<file path="src/lbert_defs.svh">
// Constants of the line bit error rate tester: fields, thresholds, saturation values
`ifndef LBERT_DEFS_SVH
`define LBERT_DEFS_SVH

// Pattern buffer shape
`define LBERT_FIFO_DEPTH 16
`define LBERT_FIFO_WIDTH 1

// Sync hunt: matching run that declares sync (last count of the run)
`define LBERT_SYNC_LAST 6'h1F
// Sync loss: window length (last count) and error count that drops sync
`define LBERT_LOSS_WIN_LAST 6'h3F
`define LBERT_LOSS_ERRS 4'h6

// Saturation values of the two counters
`define LBERT_BITCNT_MAX 32'hFFFF_FFFF
`define LBERT_ERRCNT_MAX 24'hFF_FFFF

// Daly stress sequence, 64 bits sent from bit 0 upward
`define LBERT_DALY_SEQ 64'h8000_0180_FF00_7E01

// Bit positions in the event information word
`define LBERT_EV_SYNC 0
`define LBERT_EV_ERR 1
`define LBERT_EV_OVF 2

// Bit positions in transceiver status nine
`define LBERT_ST_SYNC 0
`define LBERT_ST_ERR 1
`define LBERT_ST_BCO 2
`define LBERT_ST_ECO 3

`endif

</file>
<file path="src/lbert_pkg.sv">
// Types shared by the line bit error rate tester modules
package lbert_pkg;

  // Pattern selection
  typedef enum logic [2:0] {
    LBERT_PRBS7 = 3'b000,
    LBERT_PRBS11 = 3'b001,
    LBERT_PRBS15 = 3'b010,
    LBERT_QRSS = 3'b011,
    LBERT_REPEAT = 3'b100,
    LBERT_ALTWORD = 3'b101,
    LBERT_DALY = 3'b110
  } lbert_mode_t;

  // Receive synchroniser state
  typedef enum logic {
    LBERT_HUNT = 1'b0,
    LBERT_LOCKED = 1'b1
  } lbert_sync_t;

endpackage

</file>
<file path="src/lbert_fifo_if.sv">
// Handshake bundle between the pattern source and its buffer
`timescale 1ns/1ps
`default_nettype none
interface lbert_fifo_if #(parameter int WIDTH = 1);
  logic [WIDTH-1:0] wrData;
  logic wrValid;
  logic wrReady;
  logic [WIDTH-1:0] rdData;
  logic rdValid;
  logic rdReady;
  logic flush;
  modport store (input wrData, wrValid, rdReady, flush, output wrReady, rdData, rdValid);
  modport user (output wrData, wrValid, rdReady, flush, input wrReady, rdData, rdValid);
endinterface
`default_nettype wire

</file>
<file path="src/lbert_fifo.sv">
// Small synchronous FIFO holding generated pattern bits
`timescale 1ns/1ps
`default_nettype none
module lbert_fifo #(
  parameter int WIDTH = 1,
  parameter int DEPTH = 16
) (
  input wire logic clock,      // Core clock
  input wire logic sys_rst,    // Synchronous reset
  lbert_fifo_if.store port     // Write and read handshakes
);
  localparam int AW = $clog2(DEPTH);

  logic [WIDTH-1:0] mem [DEPTH];
  logic [AW-1:0] wrPtr_r;
  logic [AW-1:0] rdPtr_r;
  logic [AW:0] level_r;
  logic doWr;
  logic doRd;

  // Honest flags from the fill level
  assign port.wrReady = (level_r != DEPTH[AW:0]);
  assign port.rdValid = (level_r != '0);
  assign port.rdData = mem[rdPtr_r];
  assign doWr = port.wrValid & port.wrReady;
  assign doRd = port.rdValid & port.rdReady;

  // Storage array
  always_ff @(posedge clock) begin
    if (doWr) begin
      mem[wrPtr_r] <= port.wrData;
    end
  end

  // Pointers and level, flush empties
  always_ff @(posedge clock) begin
    if (sys_rst || port.flush) begin
      wrPtr_r <= '0;
      rdPtr_r <= '0;
      level_r <= '0;
    end else begin
      if (doWr) begin
        wrPtr_r <= (wrPtr_r == AW'(DEPTH - 1)) ? '0 : wrPtr_r + 1'b1;
      end
      if (doRd) begin
        rdPtr_r <= (rdPtr_r == AW'(DEPTH - 1)) ? '0 : rdPtr_r + 1'b1;
      end
      level_r <= level_r + (AW+1)'(doWr) - (AW+1)'(doRd);
    end
  end
endmodule
`default_nettype wire

</file>
<file path="src/lbert_pat.sv">
// Pattern engine shared by the generator and the receive reference
`timescale 1ns/1ps
`default_nettype none
`include "lbert_defs.svh"
module lbert_pat (
  input wire logic clock,                 // Core clock
  input wire logic sys_rst,               // Synchronous reset
  input wire logic restart,               // Reload from pattern word
  input wire logic advance,               // Step one bit
  input wire logic seed,                  // Shift in seedBit instead of feedback
  input wire logic seedBit,               // Received bit for self seeding
  input wire lbert_pkg::lbert_mode_t mode, // Pattern selection
  input wire logic [31:0] pattern,        // Four pattern bytes
  input wire logic [7:0] altCount,        // Word repeats, zero means 256
  output logic patBit                     // Current pattern bit
);
  logic [19:0] sr_r;
  logic [5:0] idx_r;
  logic [7:0] rep_r;
  logic word_r;
  logic fb;
  logic [63:0] dalySeq;

  assign dalySeq = `LBERT_DALY_SEQ;

  // Feedback taps and output bit per mode
  always_comb begin
    fb = 1'b1;
    patBit = 1'b1;
    case (mode)
      lbert_pkg::LBERT_PRBS7: begin fb = sr_r[6] ^ sr_r[5]; patBit = fb; end
      lbert_pkg::LBERT_PRBS11: begin fb = sr_r[10] ^ sr_r[8]; patBit = fb; end
      lbert_pkg::LBERT_PRBS15: begin fb = sr_r[14] ^ sr_r[13]; patBit = fb; end
      lbert_pkg::LBERT_QRSS: begin
        fb = sr_r[19] ^ sr_r[16];
        patBit = fb | (sr_r[13:0] == 14'h0000);
      end
      lbert_pkg::LBERT_REPEAT: patBit = pattern[idx_r[4:0]];
      lbert_pkg::LBERT_ALTWORD: patBit = word_r ? pattern[{1'b1, idx_r[3:0]}]
                                                : pattern[{1'b0, idx_r[3:0]}];
      lbert_pkg::LBERT_DALY: patBit = dalySeq[idx_r];
      default: patBit = 1'b1;
    endcase
  end

  // Shift register and position counters
  always_ff @(posedge clock) begin
    if (sys_rst || restart) begin
      sr_r <= pattern[19:0];
      idx_r <= '0;
      rep_r <= '0;
      word_r <= 1'b0;
    end else if (advance) begin
      sr_r <= {sr_r[18:0], seed ? seedBit : fb};
      case (mode)
        lbert_pkg::LBERT_REPEAT: idx_r <= {1'b0, idx_r[4:0] + 5'h01};
        lbert_pkg::LBERT_DALY: idx_r <= idx_r + 6'h01;
        lbert_pkg::LBERT_ALTWORD: begin
          idx_r <= {2'b00, idx_r[3:0] + 4'h1};
          if (idx_r[3:0] == 4'hF) begin
            if (rep_r == altCount - 8'h01) begin
              rep_r <= '0;
              word_r <= ~word_r;
            end else begin
              rep_r <= rep_r + 8'h01;
            end
          end
        end
        default: idx_r <= idx_r;
      endcase
    end
  end
endmodule
`default_nettype wire

</file>
<file path="src/lbert_tester.sv">
// Line bit error rate tester: pattern insertion, checking, counters, events
`timescale 1ns/1ps
`default_nettype none
`include "lbert_defs.svh"
// Notes on behaviour
// - Generate and check PRBS7/11/15, QRSS, Daly
// - Repeating user pattern, always all 32 bits
// - Two 16-bit words alternate every 1..256 repeats
// - 32-bit bit counter, 24-bit error counter
// - Events: sync change, bit error, overflow
// - Each event has its own mask bit
// - Info register records events; host reads it
// - Tester idle until mux selection enables it
// - Status nine flags every major change
// - Direction bit picks network or backplane side
// - Per-slot flags restrict insertion and checking
// - T1 framing bit optionally tested per direction
// - 32-bit pattern sent bit zero first
// - Alternating words: bytes 0-1 then 2-3
// - Bit counter counts every checked bit in sync
// - Error counter counts mismatches in sync
// - Load-counters toggle clears both counters
// - Bit counter saturates and flags overflow
// - Error counter saturates and flags overflow
// - Each word repeats word-count times, then switches
// - Latched status clears on host read
module lbert_tester (
  input wire logic clock,                   // Core clock, 100 MHz
  input wire logic sys_rst,                 // Synchronous reset, active high
  input wire logic muxEnable,               // Tester routed into datapath
  input wire logic dirBackplane,            // Interface control bit 1: backplane side
  input wire logic t1Mode,                  // Framer in T1 mode
  input wire logic txFramingBitInclude,     // Test F-bit in transmit stream
  input wire logic rxFramingBitInclude,     // Test F-bit in receive stream
  input wire lbert_pkg::lbert_mode_t mode,  // Pattern selection
  input wire logic [7:0] patternByte0,      // Pattern bits 7:0
  input wire logic [7:0] patternByte1,      // Pattern bits 15:8
  input wire logic [7:0] patternByte2,      // Pattern bits 23:16
  input wire logic [7:0] patternByte3,      // Pattern bits 31:24
  input wire logic [7:0] alternatingWordCount, // Word repeats, zero means 256
  input wire logic [2:0] eventMask,         // Control one: 1 masks an event
  input wire logic loadCounters,            // Control one: rising edge clears counters
  input wire logic eventInfoRead,           // Host reads event info, pulse
  input wire logic statusRead,              // Host reads status nine, pulse
  input wire logic txBitEn,                 // Transmit stream bit strobe
  input wire logic txDataIn,                // Transmit stream bit in
  input wire logic txSlotTestSelect,        // Current transmit slot selected
  input wire logic txFbit,                  // Current transmit bit is the F-bit
  input wire logic rxBitEn,                 // Receive stream bit strobe
  input wire logic rxDataIn,                // Receive stream bit in
  input wire logic rxSlotTestSelect,        // Current receive slot selected
  input wire logic rxFbit,                  // Current receive bit is the F-bit
  output logic txBitEnOut,                  // Transmit stream strobe out
  output logic txDataOut,                   // Transmit stream bit out
  output logic rxBitEnOut,                  // Receive stream strobe out
  output logic rxDataOut,                   // Receive stream bit out
  output logic [31:0] bitCount,             // Checked bits
  output logic [23:0] errorCount,           // Errored bits
  output logic [2:0] testerEventInfo,       // Latched unmasked events
  output logic [3:0] transceiverStatusNine, // Latched state changes
  output logic syncLive,                    // Checker in sync
  output logic alert                        // Unmasked event pending
);
  logic [31:0] pattern;
  logic txTested;
  logic rxTested;
  logic genStep;
  logic genBit;
  logic chkStep;
  logic chkData;
  logic refBit;
  logic engBit;
  logic isPrbs;
  logic restart;
  logic lcRise;
  logic mismatch;
  logic [2:0] ev;
  logic evBco;
  logic evEco;
  logic [2:0] infoNxt;
  lbert_pkg::lbert_mode_t mode_r;
  lbert_pkg::lbert_sync_t sync_r;
  lbert_pkg::lbert_sync_t sync_nxt;
  logic muxEn_r;
  logic lc_r;
  logic [5:0] run_r;
  logic [5:0] win_r;
  logic [3:0] winErr_r;
  logic [31:0] bitCount_r;
  logic [23:0] errorCount_r;
  logic [2:0] info_r;
  logic [3:0] status_r;
  logic alert_r;
  logic txBitEn_r;
  logic txData_r;
  logic rxBitEn_r;
  logic rxData_r;

  lbert_fifo_if #(.WIDTH(`LBERT_FIFO_WIDTH)) patQ ();

  // bytes form one word, bit 0 first
  assign pattern = {patternByte3, patternByte2, patternByte1, patternByte0};
  assign isPrbs = (mode == lbert_pkg::LBERT_PRBS7) || (mode == lbert_pkg::LBERT_PRBS11) ||
                  (mode == lbert_pkg::LBERT_PRBS15) || (mode == lbert_pkg::LBERT_QRSS);
  assign restart = (muxEnable & ~muxEn_r) | (mode != mode_r);
  assign lcRise = loadCounters & ~lc_r;

  // slot flags select bits; F-bit only in T1 when enabled; idle until routed
  assign txTested = muxEnable & (txFbit ? (t1Mode & txFramingBitInclude) : txSlotTestSelect);
  assign rxTested = muxEnable & (rxFbit ? (t1Mode & rxFramingBitInclude) : rxSlotTestSelect);

  // direction swaps which stream is generated and which is checked
  assign genStep = dirBackplane ? (rxBitEn & rxTested) : (txBitEn & txTested);
  assign chkStep = dirBackplane ? (txBitEn & txTested) : (rxBitEn & rxTested);
  assign chkData = dirBackplane ? txDataIn : rxDataIn;
  assign genBit = patQ.rdValid ? patQ.rdData[0] : 1'b1;

  // Edge detectors for enable, mode and counter load
  always_ff @(posedge clock) begin
    if (sys_rst) begin
      muxEn_r <= 1'b0;
      mode_r <= lbert_pkg::LBERT_PRBS7;
      lc_r <= 1'b0;
    end else begin
      muxEn_r <= muxEnable;
      mode_r <= mode;
      lc_r <= loadCounters;
    end
  end

  // generator engine, stalled by the buffer when full
  lbert_pat genEng (
    .clock(clock),
    .sys_rst(sys_rst),
    .restart(restart),
    .advance(patQ.wrValid & patQ.wrReady),
    .seed(1'b0),
    .seedBit(1'b0),
    .mode(mode),
    .pattern(pattern),
    .altCount(alternatingWordCount),
    .patBit(engBit)
  );

  // Buffer feeding generated bits to the inserted stream
  assign patQ.wrData = engBit;
  assign patQ.wrValid = muxEnable;
  assign patQ.rdReady = genStep;
  assign patQ.flush = restart | ~muxEnable;

  lbert_fifo #(.WIDTH(`LBERT_FIFO_WIDTH), .DEPTH(`LBERT_FIFO_DEPTH)) patFifo (
    .clock(clock),
    .sys_rst(sys_rst),
    .port(patQ)
  );

  // PRBS reference seeds from received bits while hunting
  lbert_pat refEng (
    .clock(clock),
    .sys_rst(sys_rst),
    .restart(restart),
    .advance(chkStep & (isPrbs | (sync_r == lbert_pkg::LBERT_LOCKED) | ~mismatch)),
    .seed(isPrbs & (sync_r == lbert_pkg::LBERT_HUNT)),
    .seedBit(chkData),
    .mode(mode),
    .pattern(pattern),
    .altCount(alternatingWordCount),
    .patBit(refBit)
  );

  assign mismatch = chkData ^ refBit;

  // untested bits pass through; insertion on the chosen side
  always_ff @(posedge clock) begin
    if (sys_rst) begin
      txBitEn_r <= 1'b0;
      txData_r <= 1'b1;
      rxBitEn_r <= 1'b0;
      rxData_r <= 1'b1;
    end else begin
      txBitEn_r <= txBitEn;
      rxBitEn_r <= rxBitEn;
      if (txBitEn) begin
        txData_r <= (~dirBackplane & txTested) ? genBit : txDataIn;
      end
      if (rxBitEn) begin
        rxData_r <= (dirBackplane & rxTested) ? genBit : rxDataIn;
      end
    end
  end

  always_comb begin
    sync_nxt = sync_r;
    case (sync_r)
      lbert_pkg::LBERT_HUNT: begin
        if (chkStep && !mismatch && run_r == `LBERT_SYNC_LAST) begin
          sync_nxt = lbert_pkg::LBERT_LOCKED;
        end
      end
      lbert_pkg::LBERT_LOCKED: begin
        if (chkStep && mismatch && winErr_r == `LBERT_LOSS_ERRS - 4'h1) begin
          sync_nxt = lbert_pkg::LBERT_HUNT;
        end
      end
      default: sync_nxt = lbert_pkg::LBERT_HUNT;
    endcase
  end

  // sync state, matching run and error window
  always_ff @(posedge clock) begin
    if (sys_rst || restart || !muxEnable) begin
      sync_r <= lbert_pkg::LBERT_HUNT;
      run_r <= '0;
      win_r <= '0;
      winErr_r <= '0;
    end else if (chkStep) begin
      sync_r <= sync_nxt;
      run_r <= (mismatch || sync_r == lbert_pkg::LBERT_LOCKED) ? 6'h00 : run_r + 6'h01;
      if (sync_r == lbert_pkg::LBERT_HUNT || win_r == `LBERT_LOSS_WIN_LAST) begin
        win_r <= '0;
        winErr_r <= '0;
      end else begin
        win_r <= win_r + 6'h01;
        winErr_r <= winErr_r + {3'b000, mismatch};
      end
    end
  end

  // bit counter, saturating; cleared by load toggle
  always_ff @(posedge clock) begin
    if (sys_rst || lcRise) begin
      bitCount_r <= '0;
    end else if (chkStep && sync_r == lbert_pkg::LBERT_LOCKED &&
                 bitCount_r != `LBERT_BITCNT_MAX) begin
      bitCount_r <= bitCount_r + 32'h0000_0001;
    end
  end

  // error counter, saturating; cleared by load toggle
  always_ff @(posedge clock) begin
    if (sys_rst || lcRise) begin
      errorCount_r <= '0;
    end else if (chkStep && mismatch && sync_r == lbert_pkg::LBERT_LOCKED &&
                 errorCount_r != `LBERT_ERRCNT_MAX) begin
      errorCount_r <= errorCount_r + 24'h00_0001;
    end
  end

  // event pulses, overflow when a counter reaches its maximum
  assign evBco = ~lcRise & chkStep & (sync_r == lbert_pkg::LBERT_LOCKED) &
                 (bitCount_r == `LBERT_BITCNT_MAX - 32'h0000_0001);
  assign evEco = ~lcRise & chkStep & mismatch & (sync_r == lbert_pkg::LBERT_LOCKED) &
                 (errorCount_r == `LBERT_ERRCNT_MAX - 24'h00_0001);
  assign ev[`LBERT_EV_SYNC] = ~sys_rst & ~restart & muxEnable & chkStep & (sync_nxt != sync_r);
  assign ev[`LBERT_EV_ERR] = chkStep & mismatch & (sync_r == lbert_pkg::LBERT_LOCKED);
  assign ev[`LBERT_EV_OVF] = evBco | evEco;

  // mask gates recording; read clears, a new event wins
  assign infoNxt = ({3{~eventInfoRead}} & info_r) | (ev & ~eventMask);

  always_ff @(posedge clock) begin
    if (sys_rst) begin
      info_r <= '0;
      alert_r <= 1'b0;
    end else begin
      info_r <= infoNxt;
      alert_r <= |infoNxt;
    end
  end

  // status nine latches every major change, read clears
  always_ff @(posedge clock) begin
    if (sys_rst) begin
      status_r <= '0;
    end else begin
      status_r <= ({4{~statusRead}} & status_r) |
                  {evEco, evBco, ev[`LBERT_EV_ERR], ev[`LBERT_EV_SYNC]};
    end
  end

  // Outputs straight from flops
  assign txBitEnOut = txBitEn_r;
  assign txDataOut = txData_r;
  assign rxBitEnOut = rxBitEn_r;
  assign rxDataOut = rxData_r;
  assign bitCount = bitCount_r;
  assign errorCount = errorCount_r;
  assign testerEventInfo = info_r;
  assign transceiverStatusNine = status_r;
  assign syncLive = sync_r;
  assign alert = alert_r;
endmodule
`default_nettype wire

</file>
<file path="config.mk">
export PLATFORM = sky130hd
export DESIGN_NAME = lbert_tester
export DESIGN_NICKNAME = d
export VERILOG_FILES = /design/src/lbert_pkg.sv /design/src/lbert_fifo_if.sv /design/src/lbert_fifo.sv /design/src/lbert_pat.sv /design/src/lbert_tester.sv
export VERILOG_INCLUDE_DIRS = /design/src
export SDC_FILE = /design/constraint.sdc
export NUM_CORES = 1
export LEC_CHECK = 0
export BUFFER_PORTS_ARGS = -buffer_cell sky130_fd_sc_hd__buf_2
export CORE_AREA = 2 2 180 182
export CTS_CLUSTER_SIZE = 40
export DETAILED_ROUTE_END_ITERATION = 16
export DIE_AREA = 0 0 182 184
export GPL_TIMING_DRIVEN = 0
export SLEW_MARGIN = 20
export SYNTH_ARGS = -nofsm -noshare
export SYNTH_HDL_FRONTEND = slang
export SYNTH_HIERARCHICAL = 1
export SYNTH_SLANG_ARGS = --single-unit
</file>
<file path="constraint.sdc">
create_clock -name clock -period 3.43 [get_ports clock]
set_clock_uncertainty 0.2 [all_clocks]
set_input_delay 0.5145 -clock clock [delete_from_list [all_inputs] [get_ports clock]]
set_output_delay 0.5145 -clock clock [all_outputs]
set_load 0.005 [all_outputs]
</file>
==> results of run 1 <==
## power groups by stage
stage | combinational (uW) | clock, uW | sequential (uW)
6_report | 427 | 2190 | 2450
5_1_grt | 467 | 2320 | 2460
4_1_cts | 418 | 2230 | 2450
3_5_place_dp | 388 | 0 | 2510
3_3_place_gp | 383 | 0 | 2510
2_1_floorplan | 233 | 0 | 2500
## worst register-to-register path, cell delays in order, from the launching register on
cell and delay [ns]:
dfxtp_4 0.36, buf_8 0.13, mux4_2 0.54, mux4_2 0.53
nor2_4 0.11, o221ai_2 0.12, xnor2_1 0.16, buf_4 0.17
a31oi_4 0.24, and2_4 0.22, and4_1 0.22, a31oi_2 0.07
o41ai_2 0.35, nand4_1 0.17, o211ai_1 0.11
## state kept, by name, indices dropped and copies added, names as in the netlist, 3 cells and up, named ones only
signal,cells
bitCount,32
errorCount,24
genEng/sr_r,20
refEng/sr_r,20
patFifo/mem,16
genEng/rep_r,8
refEng/rep_r,8
genEng/idx_r,6
refEng/idx_r,6
run_r,6
win_r,6
patFifo/level_r,5
patFifo/rdPtr_r,4
patFifo/wrPtr_r,4
transceiverStatusNine,4
winErr_r,4
mode_r,3
testerEventInfo,3
## through the flow
stage	util (%)	instances	setup TNS (ns)	instance area (um2)	setup slack [ns]
2_1_floorplan	-	1234	-0.280	11300	-0.0861
3_3_place_gp	39.7	1767	-31.08	12500	-0.837
3_5_place_dp	39.7	1767	-30.69	12500	-0.799
4_1_cts	42.8	1815	-4.23	13400	-0.332
5_1_grt	43.7	1820	-7.90	13700	-0.481
6_report	43.7	1820	-3.36	13700	-0.347
## path summary, 6_finish.rpt
| path | slack (ns) | cells after the start | to |
|---|---|---|---|
| worst max-delay path | -0.35 | 14 | register |
| worst min register to register | 0.29 | 2 | refEng/word_r$_SDFFE_PN0P_ |
| worst min-delay path | 0.14 | 2 | lc_r$_SDFF_PP0_ |
| worst max register to register | -0.35 | 14 | register |
## layout make-up
class / count / area share, %
Multi-Input combinational cell: 937 / 49.3
Sequential cell: 195 / 32.6
Timing Repair Buffer: 153 / 6.28
Tap cell: 402 / 3.66
Clock buffer: 22 / 3.24
Buffer: 63 / 2.60
Clock inverter: 10 / 1.32
Inverter: 38 / 1.04
## Yosys cell counts, types with 17 or more instances
cell / n
clkbuf_1: 32
and2_1: 17
or3_1: 22
nand4_1: 30
buf_2: 19
o31ai_1: 36
nor3_1: 19
o21ai_0: 25
nor4_1: 25
a21oi_1: 66
nand2_1: 191
nand3_1: 40
or4_1: 36
xnor2_1: 37
ha_1: 25
nor2_1: 58
xor2_1: 26
and3_1: 33
inv_1: 37
edfxtp_1: 56
dfxtp_1: 139
mux4_2: 21
## timing repair
action	4_1_cts	5_1_grt
resized for setup	45	49
hold endpoints to repair	0	0
gates cloned	1	1
buffers inserted	19	6
endpoints found under the setup margin	60	68
pin swaps	23	29
## cells in the final DEF (no fill, tap or decap), types with 14 or more instances in the layout
| master | count |
|---|---|
| a21oi_1 | 57 |
| a21oi_2 | 14 |
| and2_1 | 15 |
| and3_1 | 31 |
| buf_2 | 146 |
| buf_4 | 20 |
| clkbuf_1 | 37 |
| clkbuf_16 | 18 |
| dfxtp_1 | 137 |
| edfxtp_1 | 56 |
| ha_1 | 23 |
| inv_1 | 37 |
| mux2i_1 | 14 |
| mux4_2 | 21 |
| nand2_1 | 187 |
| nand2b_1 | 15 |
| nand3_1 | 35 |
| nand4_1 | 30 |
| nor2_1 | 57 |
| nor2b_1 | 14 |
| nor3_1 | 19 |
| nor4_1 | 20 |
| o21ai_0 | 23 |
| o31ai_1 | 31 |
| or3_1 | 18 |
| or4_1 | 31 |
| xnor2_1 | 35 |
| xor2_1 | 26 |
## layer usage
metal / part of all wire (%) / track usage, %
met1: 46 / 25.7
met2: 47 / 30.6
met3: 5.6 / 3.11
met4: 1.4 / 4.52
met5: 0 / 0
## kinds of logic after synthesis
logic type,count (synthesis),synth area share (%)
XOR/XNOR,63,4.91
AND/OR/NAND/NOR,559,26.8
buffers and inverters,102,4.15
flip-flops,195,39.7
adder cells (fa/ha/maj),26,2.96
other,1,0.0334
AO/OA/AOI/OAI,242,14.6
multiplexers,44,6.79
==> results.sh, run 1 <==
export IMPL_status="finished, violations left"
export IMPL_failed_checks="negative setup slack"
export IMPL_vias=10300
export IMPL_async_reset_ff_share_pct=0
export IMPL_first_global_vias=9524
export IMPL_start_util_pct=35.8
export IMPL_powerDensity_nw_per_um2=369
export IMPL_p_leak_uw=0.00506
export IMPL_switching_share_pct=23.4
export IMPL_drtIter0Drc=609
export IMPL_crit_family="multiplexers"
export IMPL_ir_drop_mv=0.353
export IMPL_internal_power_uw=3880
export IMPL_dp_hpwl_um=22700
export IMPL_synth_avg_cell_area_um2=9.12
export IMPL_multi_input_area_um2=6770
export IMPL_wl_per_cell_um=17.4
export IMPL_slowest_delay_ns=0.53
export IMPL_synth_largest_area_cell="dfxtp_1"
export IMPL_drtPass1Iterations=5
export IMPL_holdCritStartpoint="loadCounters"
export IMPL_via_per_inst=5.68
export IMPL_die_x_um=182
export IMPL_worstPathRequired_ns=3.59
export IMPL_startpoint="refEng/idx_r[1]$_SDFFE_PN0N_"
export IMPL_grt_usage_pct=18.7
export IMPL_drc_errors=0
export IMPL_clk_latency_ns=0.44
export IMPL_cts_tree="built"
export IMPL_cpMaxStageDelayCell="mux4_2"
export IMPL_ios=133
export IMPL_synth_edf_count=56
export IMPL_grt_antenna_before_repair=0
export IMPL_setup_viol=31
export IMPL_die_area_um2=33500
export IMPL_die_h_um=184
export IMPL_clkPwrFrac_pct=43.2
export IMPL_drv_slew=0
export IMPL_overflow=0
export IMPL_ys_flop_type="dfxtp_1"
export IMPL_grt_max_degree=21
export IMPL_end_kind="register"
export IMPL_fillCellCount=3089
export IMPL_r2r_start="refEng/idx_r[1]$_SDFFE_PN0N_"
export IMPL_path_clk_slew_ns=0.07
export IMPL_syn_inst=1232
export IMPL_whs_ns=0.140
export IMPL_num_antenna_cells=0
export IMPL_tightest_slew_ns=0.912
export IMPL_cts_root_buf="clkbuf_16"
export IMPL_period_share_pct=110
export IMPL_cts_made_buffers=17
export IMPL_synth_top_area_share_pct=24.8
export IMPL_cts_hold_fix_buffers=0
export IMPL_final_nets=1495
export IMPL_fmax_mhz=265
export IMPL_fp_row_count=65
export IMPL_coreArea_um2=31400
export IMPL_antenna_left=0
export IMPL_cts_sinks=195
export IMPL_cap_violations=0
export IMPL_clockBufferDepth=2
export IMPL_startpoint_type="register"
export IMPL_finalHoldViolCount=0
export IMPL_setup_ws_ns=-0.347
export IMPL_syn_area_um2=11200
export IMPL_path_max_fanout=6
export IMPL_cts_max_level=4
export IMPL_grt_pass1_wl_um=50500
export IMPL_routed_wirelength_um=31700
export IMPL_worstPathArrival_ns=3.94
export IMPL_p_comb_share_pct=8.4
export IMPL_drive_gt1_share_pct=23.4
export IMPL_ys_seq_area_share_pct=39.7
export IMPL_path_class="reg -> reg"
export IMPL_slew_headroom_pct=39.2
export IMPL_cp_cell_sequence="buf_8 > mux4_2 > mux4_2 > nor2_4 > o221ai_2 > xnor2_1 > buf_4 > a31oi_4 > and2_4 > and4_1 > a31oi_2 > o41ai_2 > nand4_1 > o211ai_1"
export IMPL_p_switching_uw=1190
export IMPL_crit_path_frequent_cell="mux4_2"
export IMPL_grt_setup_unrepaired="true"
export IMPL_post_route_min_period_ns=3.78
export IMPL_min_path_type="in -> reg"
export IMPL_yosysWarnings=6
export IMPL_synthToLayoutAreaGrowth_pct=22.1
export IMPL_io_buffers=131
export IMPL_power_uw=5070
export IMPL_seqCellArea_um2=4470
export IMPL_ys_ff_latch=195
export IMPL_gp_congestion=0.845
export IMPL_synthTopCellsByArea="dfxtp_1, edfxtp_1, nand2_1"
export IMPL_synth_cell_type_count=85
export IMPL_cp_num_buf_inv=2
export IMPL_seq_power_share_pct=48.4
No activity file was read; power rests on OpenSTA's default activity.
==> inputs of run 2 (changes only) <==
--- a/config.mk
+++ b/config.mk
@@ -7,11 +7,12 @@
 export NUM_CORES = 1
 export LEC_CHECK = 0
 export BUFFER_PORTS_ARGS = -buffer_cell sky130_fd_sc_hd__buf_2
-export CORE_AREA = 2 2 180 182
+export CORE_AREA = 2 2 148 150
 export CTS_CLUSTER_SIZE = 40
 export DETAILED_ROUTE_END_ITERATION = 16
-export DIE_AREA = 0 0 182 184
+export DIE_AREA = 0 0 150 152
 export GPL_TIMING_DRIVEN = 0
+export PLACE_DENSITY = 0.82
 export SLEW_MARGIN = 20
 export SYNTH_ARGS = -nofsm -noshare
 export SYNTH_HDL_FRONTEND = slang
==> results.sh, run 2 (synthesized netlist as in run 1, its figures left out) <==
export IMPL_clk_latency_ns=0.45
export IMPL_drc_errors=0
export IMPL_cts_sinks=195
export IMPL_final_cell_mix="nand2_1, buf_2, dfxtp_1"
export IMPL_drtPass1Iterations=6
export IMPL_synthToLayoutAreaGrowth_pct=20.7
export IMPL_min_path_type="in -> reg"
export IMPL_gp_congestion=0.908
export IMPL_place_area_um2=12300
export IMPL_period_share_pct=111
export IMPL_p_leak_uw=0.00505
export IMPL_cts_made_buffers=17
export IMPL_final_common_cell="nand2_1"
export IMPL_overflow=0
export IMPL_fp_row_count=54
export IMPL_post_route_min_period_ns=3.82
export IMPL_ios=133
export IMPL_failed_checks="negative setup slack"
export IMPL_grt_usage_pct=26.0
export IMPL_grt_max_degree=21
export IMPL_cts_root_buf="clkbuf_16"
export IMPL_path_class="reg -> reg"
export IMPL_coreArea_um2=21400
export IMPL_drv_slew=0
export IMPL_io_buffers=131
export IMPL_vias=10600
export IMPL_cpMaxStageDelayCell="mux4_2"
export IMPL_first_global_vias=9733
export IMPL_antenna_left=0
export IMPL_die_h_um=152
export IMPL_die_area_um2=22800
export IMPL_final_nets=1496
export IMPL_cts_max_level=4
export IMPL_startpoint_type="register"
export IMPL_grt_antenna_before_repair=4
export IMPL_cts_hold_fix_buffers=0
export IMPL_clockBufferDepth=2
export IMPL_drive_gt1_share_pct=24.0
export IMPL_cp_num_buf_inv=2
export IMPL_crit_path_frequent_cell="mux4_2"
export IMPL_end_kind="register"
export IMPL_design_area_um2=13600
export IMPL_crit_family="multiplexers"
export IMPL_rrSetupSlack_ns=-0.39
export IMPL_worstPathRequired_ns=3.58
export IMPL_grt_setup_unrepaired="true"
export IMPL_grt_pass1_wl_um=48100
export IMPL_dp_hpwl_um=21300
export IMPL_ir_drop_mv=0.362
export IMPL_drtIter0Drc=917
export IMPL_dp_cells=1646
export IMPL_cts_tree="built"
export IMPL_via_per_inst=6.24
export IMPL_worstPathArrival_ns=3.97
export IMPL_path_max_fanout=6
export IMPL_final_util_pct=63.5
export IMPL_setup_ws_ns=-0.387
export IMPL_start_util_pct=52.6
export IMPL_routed_wirelength_um=31100
export IMPL_cap_violations=0
export IMPL_setup_viol=36
export IMPL_finalHoldViolCount=0
export IMPL_powerDensity_nw_per_um2=361
export IMPL_fmax_mhz=262
export IMPL_tns_ns=-3.37
export IMPL_die_x_um=150
export IMPL_path_clk_slew_ns=0.07
export IMPL_power_uw=4900
export IMPL_slowest_delay_ns=0.51
export IMPL_slew_headroom_pct=28.3
export IMPL_cp_cell_sequence="buf_8 > mux4_2 > mux4_2 > nor2_2 > o221ai_2 > xnor2_2 > buf_4 > a31oi_4 > nand2_4 > or3_1 > and2_4 > o41ai_2 > nand4_1 > o211ai_1"
export IMPL_largest_reg_flops=32
export IMPL_status="finished, violations left"
export IMPL_tightest_slew_ns=1.07
export IMPL_stdcell_count=1704
export IMPL_wl_per_cell_um=18.2
## run 2: repair_timing
| action | 4_1_cts | 5_1_grt |
|---|---|---|
| resized for setup | 33 | 64 |
| pin swaps | 15 | 31 |
| setup buffers | 12 | 10 |
| gates cloned | 0 | 2 |
| setup endpoints to repair | 54 | 73 |
## run 2: area by class of cell
type,instances,area (um2)
inverters,38,143
clock inverters,12,109
plain buffers,63,352
flip-flops and latches,195,4470
fillers,1712,7780
multi-input cells,937,6790
clock buffers,20,478
well taps,280,350
repair buffers,154,865
diodes,5,12.5
## run 2: layer usage
| layer | part of all wire, % | up-vias | global-route usage, % |
|---|---|---|---|
| li1 | - | 4965 | - |
| met1 | 40 | 5051 | 33.7 |
| met2 | 48 | 520 | 42.8 |
| met3 | 7.6 | 92 | 4.05 |
| met4 | 4.0 | 0 | 11.2 |
| met5 | 0 | - | 0 |
## run 2: path summary, 6_finish.rpt
kind / to / depth (start not counted) / start
setup reg to reg: register / 14 / refEng/idx_r[1]$_SDFFE_PN0N_
hold / removal: lc_r$_SDFF_PP0_ / 2 / loadCounters
hold reg to reg: transceiverStatusNine[2]$_SDFF_PP0_ / 2 / transceiverStatusNine[2]$_SDFF_PP0_
setup / recovery: register / 14 / refEng/idx_r[1]$_SDFFE_PN0N_
## run 2: where the power goes
part           leakage, uW  switching (uW)  total [uW]  internal (uW)
combinational      0.00306             262         440            178
clock             0.000295             961        2000           1040
sequential         0.00169            28.7        2450           2430
## run 2: through the flow
step | setup WS (ns) | hold slack, ns
floorplan | -0.0861 | 0.244
global placement | -0.751 | 0.257
detailed placement | -0.746 | 0.262
CTS | -0.302 | 0.114
global route | -0.541 | 0.137
finish | -0.387 | 0.117
## run 2: worst register-to-register path: stages (launching register included)
cell	delay (ns)
dfxtp_4	0.38
buf_8	0.12
mux4_2	0.49
mux4_2	0.51
nor2_2	0.16
o221ai_2	0.13
xnor2_2	0.16
buf_4	0.17
a31oi_4	0.23
nand2_4	0.12
or3_1	0.37
and2_4	0.19
o41ai_2	0.23
nand4_1	0.14
o211ai_1	0.13
==> inputs of run 3 (changes only) <==
--- a/config.mk
+++ b/config.mk
@@ -7,10 +7,11 @@
 export NUM_CORES = 1
 export LEC_CHECK = 0
 export BUFFER_PORTS_ARGS = -buffer_cell sky130_fd_sc_hd__buf_2
-export CORE_AREA = 2 2 148 150
+export CAP_MARGIN = 20
+export CORE_AREA = 2 2 176 126
 export CTS_CLUSTER_SIZE = 40
 export DETAILED_ROUTE_END_ITERATION = 16
-export DIE_AREA = 0 0 150 152
+export DIE_AREA = 0 0 178 128
 export GPL_TIMING_DRIVEN = 0
 export PLACE_DENSITY = 0.82
 export SLEW_MARGIN = 20
==> results.sh, run 3 (synthesized netlist as in run 1, its figures left out) <==
export IMPL_grt_pass1_wl_um=49300
export IMPL_via_per_inst=6.24
export IMPL_startpoint_type="register"
export IMPL_design_area_um2=13600
export IMPL_period_share_pct=118
export IMPL_gp_congestion=0.962
export IMPL_fillCellCount=1680
export IMPL_start_util_pct=53.0
export IMPL_antenna_left=0
export IMPL_cpMaxStageDelayCell="mux4_2"
export IMPL_vias=10600
export IMPL_final_cell_mix="nand2_1, buf_2, dfxtp_1"
export IMPL_slew_headroom_pct=33.7
export IMPL_routed_wirelength_um=31300
export IMPL_p_comb_share_pct=8.9
export IMPL_post_route_min_period_ns=4.05
export IMPL_finalHoldViolCount=0
export IMPL_status="finished, violations left"
export IMPL_drc_errors=0
export IMPL_drive_gt1_share_pct=23.3
export IMPL_synthToLayoutAreaGrowth_pct=20.6
export IMPL_failed_checks="negative setup slack"
export IMPL_cts_max_level=4
export IMPL_cts_tree="built"
export IMPL_powerDensity_nw_per_um2=362
export IMPL_min_path_type="in -> reg"
export IMPL_p_switching_uw=1270
export IMPL_multi_input_area_um2=6770
export IMPL_crit_path_frequent_cell="mux4_2"
export IMPL_switching_share_pct=25.8
export IMPL_fmax_mhz=247
export IMPL_num_antenna_cells=0
export IMPL_end_kind="register"
export IMPL_p_leak_uw=0.00505
export IMPL_whs_ns=0.0965
export IMPL_grt_usage_pct=27.1
export IMPL_wl_met2_um=14100
export IMPL_cts_hold_fix_buffers=0
export IMPL_grt_antenna_before_repair=0
export IMPL_path_class="reg -> reg"
export IMPL_wl_per_cell_um=18.4
export IMPL_setup_viol=52
export IMPL_path_depth=14
export IMPL_routed_top_layer="met4"
export IMPL_cp_cell_sequence="buf_8 > mux4_2 > mux4_2 > o21ai_2 > o221ai_2 > xnor2_2 > buf_4 > a31oi_4 > nand2_4 > buf_6 > nor4_4 > mux2i_4 > mux2i_1 > o211ai_1"
export IMPL_cts_sinks=195
export IMPL_grt_max_degree=21
export IMPL_seqCellArea_um2=4470
export IMPL_cp_num_buf_inv=3
export IMPL_path_max_fanout=5
export IMPL_die_area_um2=22800
export IMPL_drv_slew=0
export IMPL_stdcell_count=1701
export IMPL_final_common_cell="nand2_1"
export IMPL_clk_latency_ns=0.44
export IMPL_worstPathRequired_ns=3.52
export IMPL_place_area_um2=12300
export IMPL_rrSetupSlack_ns=-0.62
export IMPL_fp_row_count=45
export IMPL_internal_power_uw=3630
export IMPL_seq_power_share_pct=50.1
export IMPL_cts_made_buffers=17
export IMPL_crit_family="multiplexers"
export IMPL_ir_drop_mv=0.281
export IMPL_worstPathArrival_ns=4.14
export IMPL_clkPwrFrac_pct=41.0
export IMPL_largest_reg_flops=32
export IMPL_die_x_um=178
export IMPL_dp_hpwl_um=22200
export IMPL_dp_cells=1647
export IMPL_drtIter0Drc=1134
export IMPL_path_clk_slew_ns=0.08
export IMPL_overflow=0
export IMPL_cts_root_buf="clkbuf_16"
export IMPL_met1_length_um=13800
export IMPL_final_util_pct=63.8
export IMPL_ios=133
export IMPL_io_buffers=131
export IMPL_drtPass1Iterations=8
export IMPL_hold_path_depth=2
export IMPL_tns_ns=-7.88
export IMPL_clockBufferDepth=2
export IMPL_reg2reg_depth=14
export IMPL_coreArea_um2=21200
export IMPL_cap_violations=0
export IMPL_slowest_delay_ns=0.53
export IMPL_first_global_vias=9701
export IMPL_die_h_um=128
export IMPL_final_nets=1496
export IMPL_met3_length_um=2680
export IMPL_grt_setup_unrepaired="true"
export IMPL_tightest_slew_ns=0.985
export IMPL_setup_ws_ns=-0.620
-- run 3: cell count changes in the layout (fill, tap and decap cells not counted), moves of 3 or more --
| cell | previous run | this run |
|---|---|---|
| buf_6 | 10 | 13 |
| a21oi_2 | 11 | 8 |
| or4_1 | 31 | 34 |
| a21oi_1 | 59 | 63 |
| or4_4 | 5 | 2 |
| diode_2 | 5 | 0 |
-- run 3: path summary, 6_finish.rpt --
path | startpoint | end
worst min register to register | transceiverStatusNine[1]$_SDFF_PP0_ | transceiverStatusNine[1]$_SDFF_PP0_
worst max register to register | refEng/idx_r[0]$_SDFFE_PN0N_ | register
worst min-delay path | loadCounters | lc_r$_SDFF_PP0_
worst max-delay path | refEng/idx_r[0]$_SDFFE_PN0N_ | register
-- run 3: routing by layer --
metal | global-route usage (%) | up-vias
met5 | 0 | -
met4 | 8.15 | 0
met3 | 5.78 | 70
met2 | 40.2 | 540
met1 | 39.8 | 5057
li1 | - | 4952
-- run 3: metrics by stage --
| step | power, uW | setup WS (ns) |
|---|---|---|
| finish | 4900 | -0.620 |
| global route | 5060 | -0.683 |
| CTS | 4930 | -0.417 |
| detailed placement | 2890 | -0.853 |
| global placement | 2880 | -0.898 |
| floorplan | 2730 | -0.0861 |
-- run 3: cell type report --
cell class	instances	share of cell area, %
multi-input combinational	937	50.0
clock inverter	15	1.16
buffer	63	2.66
sequential	195	33.0
tap	282	2.60
timing repair buffer	154	6.43
inverter	38	1.05
clock buffer	17	3.14
-- run 3: what timing repair did --
action,in CTS,in global routing
setup buffers,23,3
gates resized for setup,64,27
cloned,2,0
setup endpoints to repair,59,70
pin swaps,32,18
endpoints found under the hold margin,0,0
-- run 3: power by group through the flow --
| stage | sequential [uW] | combinational, uW | clock, uW |
|---|---|---|---|
| finish | 2460 | 435 | 2010 |
| global route | 2460 | 471 | 2130 |
| CTS | 2450 | 430 | 2040 |
| detailed placement | 2510 | 383 | 0 |
| global placement | 2510 | 370 | 0 |
| floorplan | 2500 | 233 | 0 |
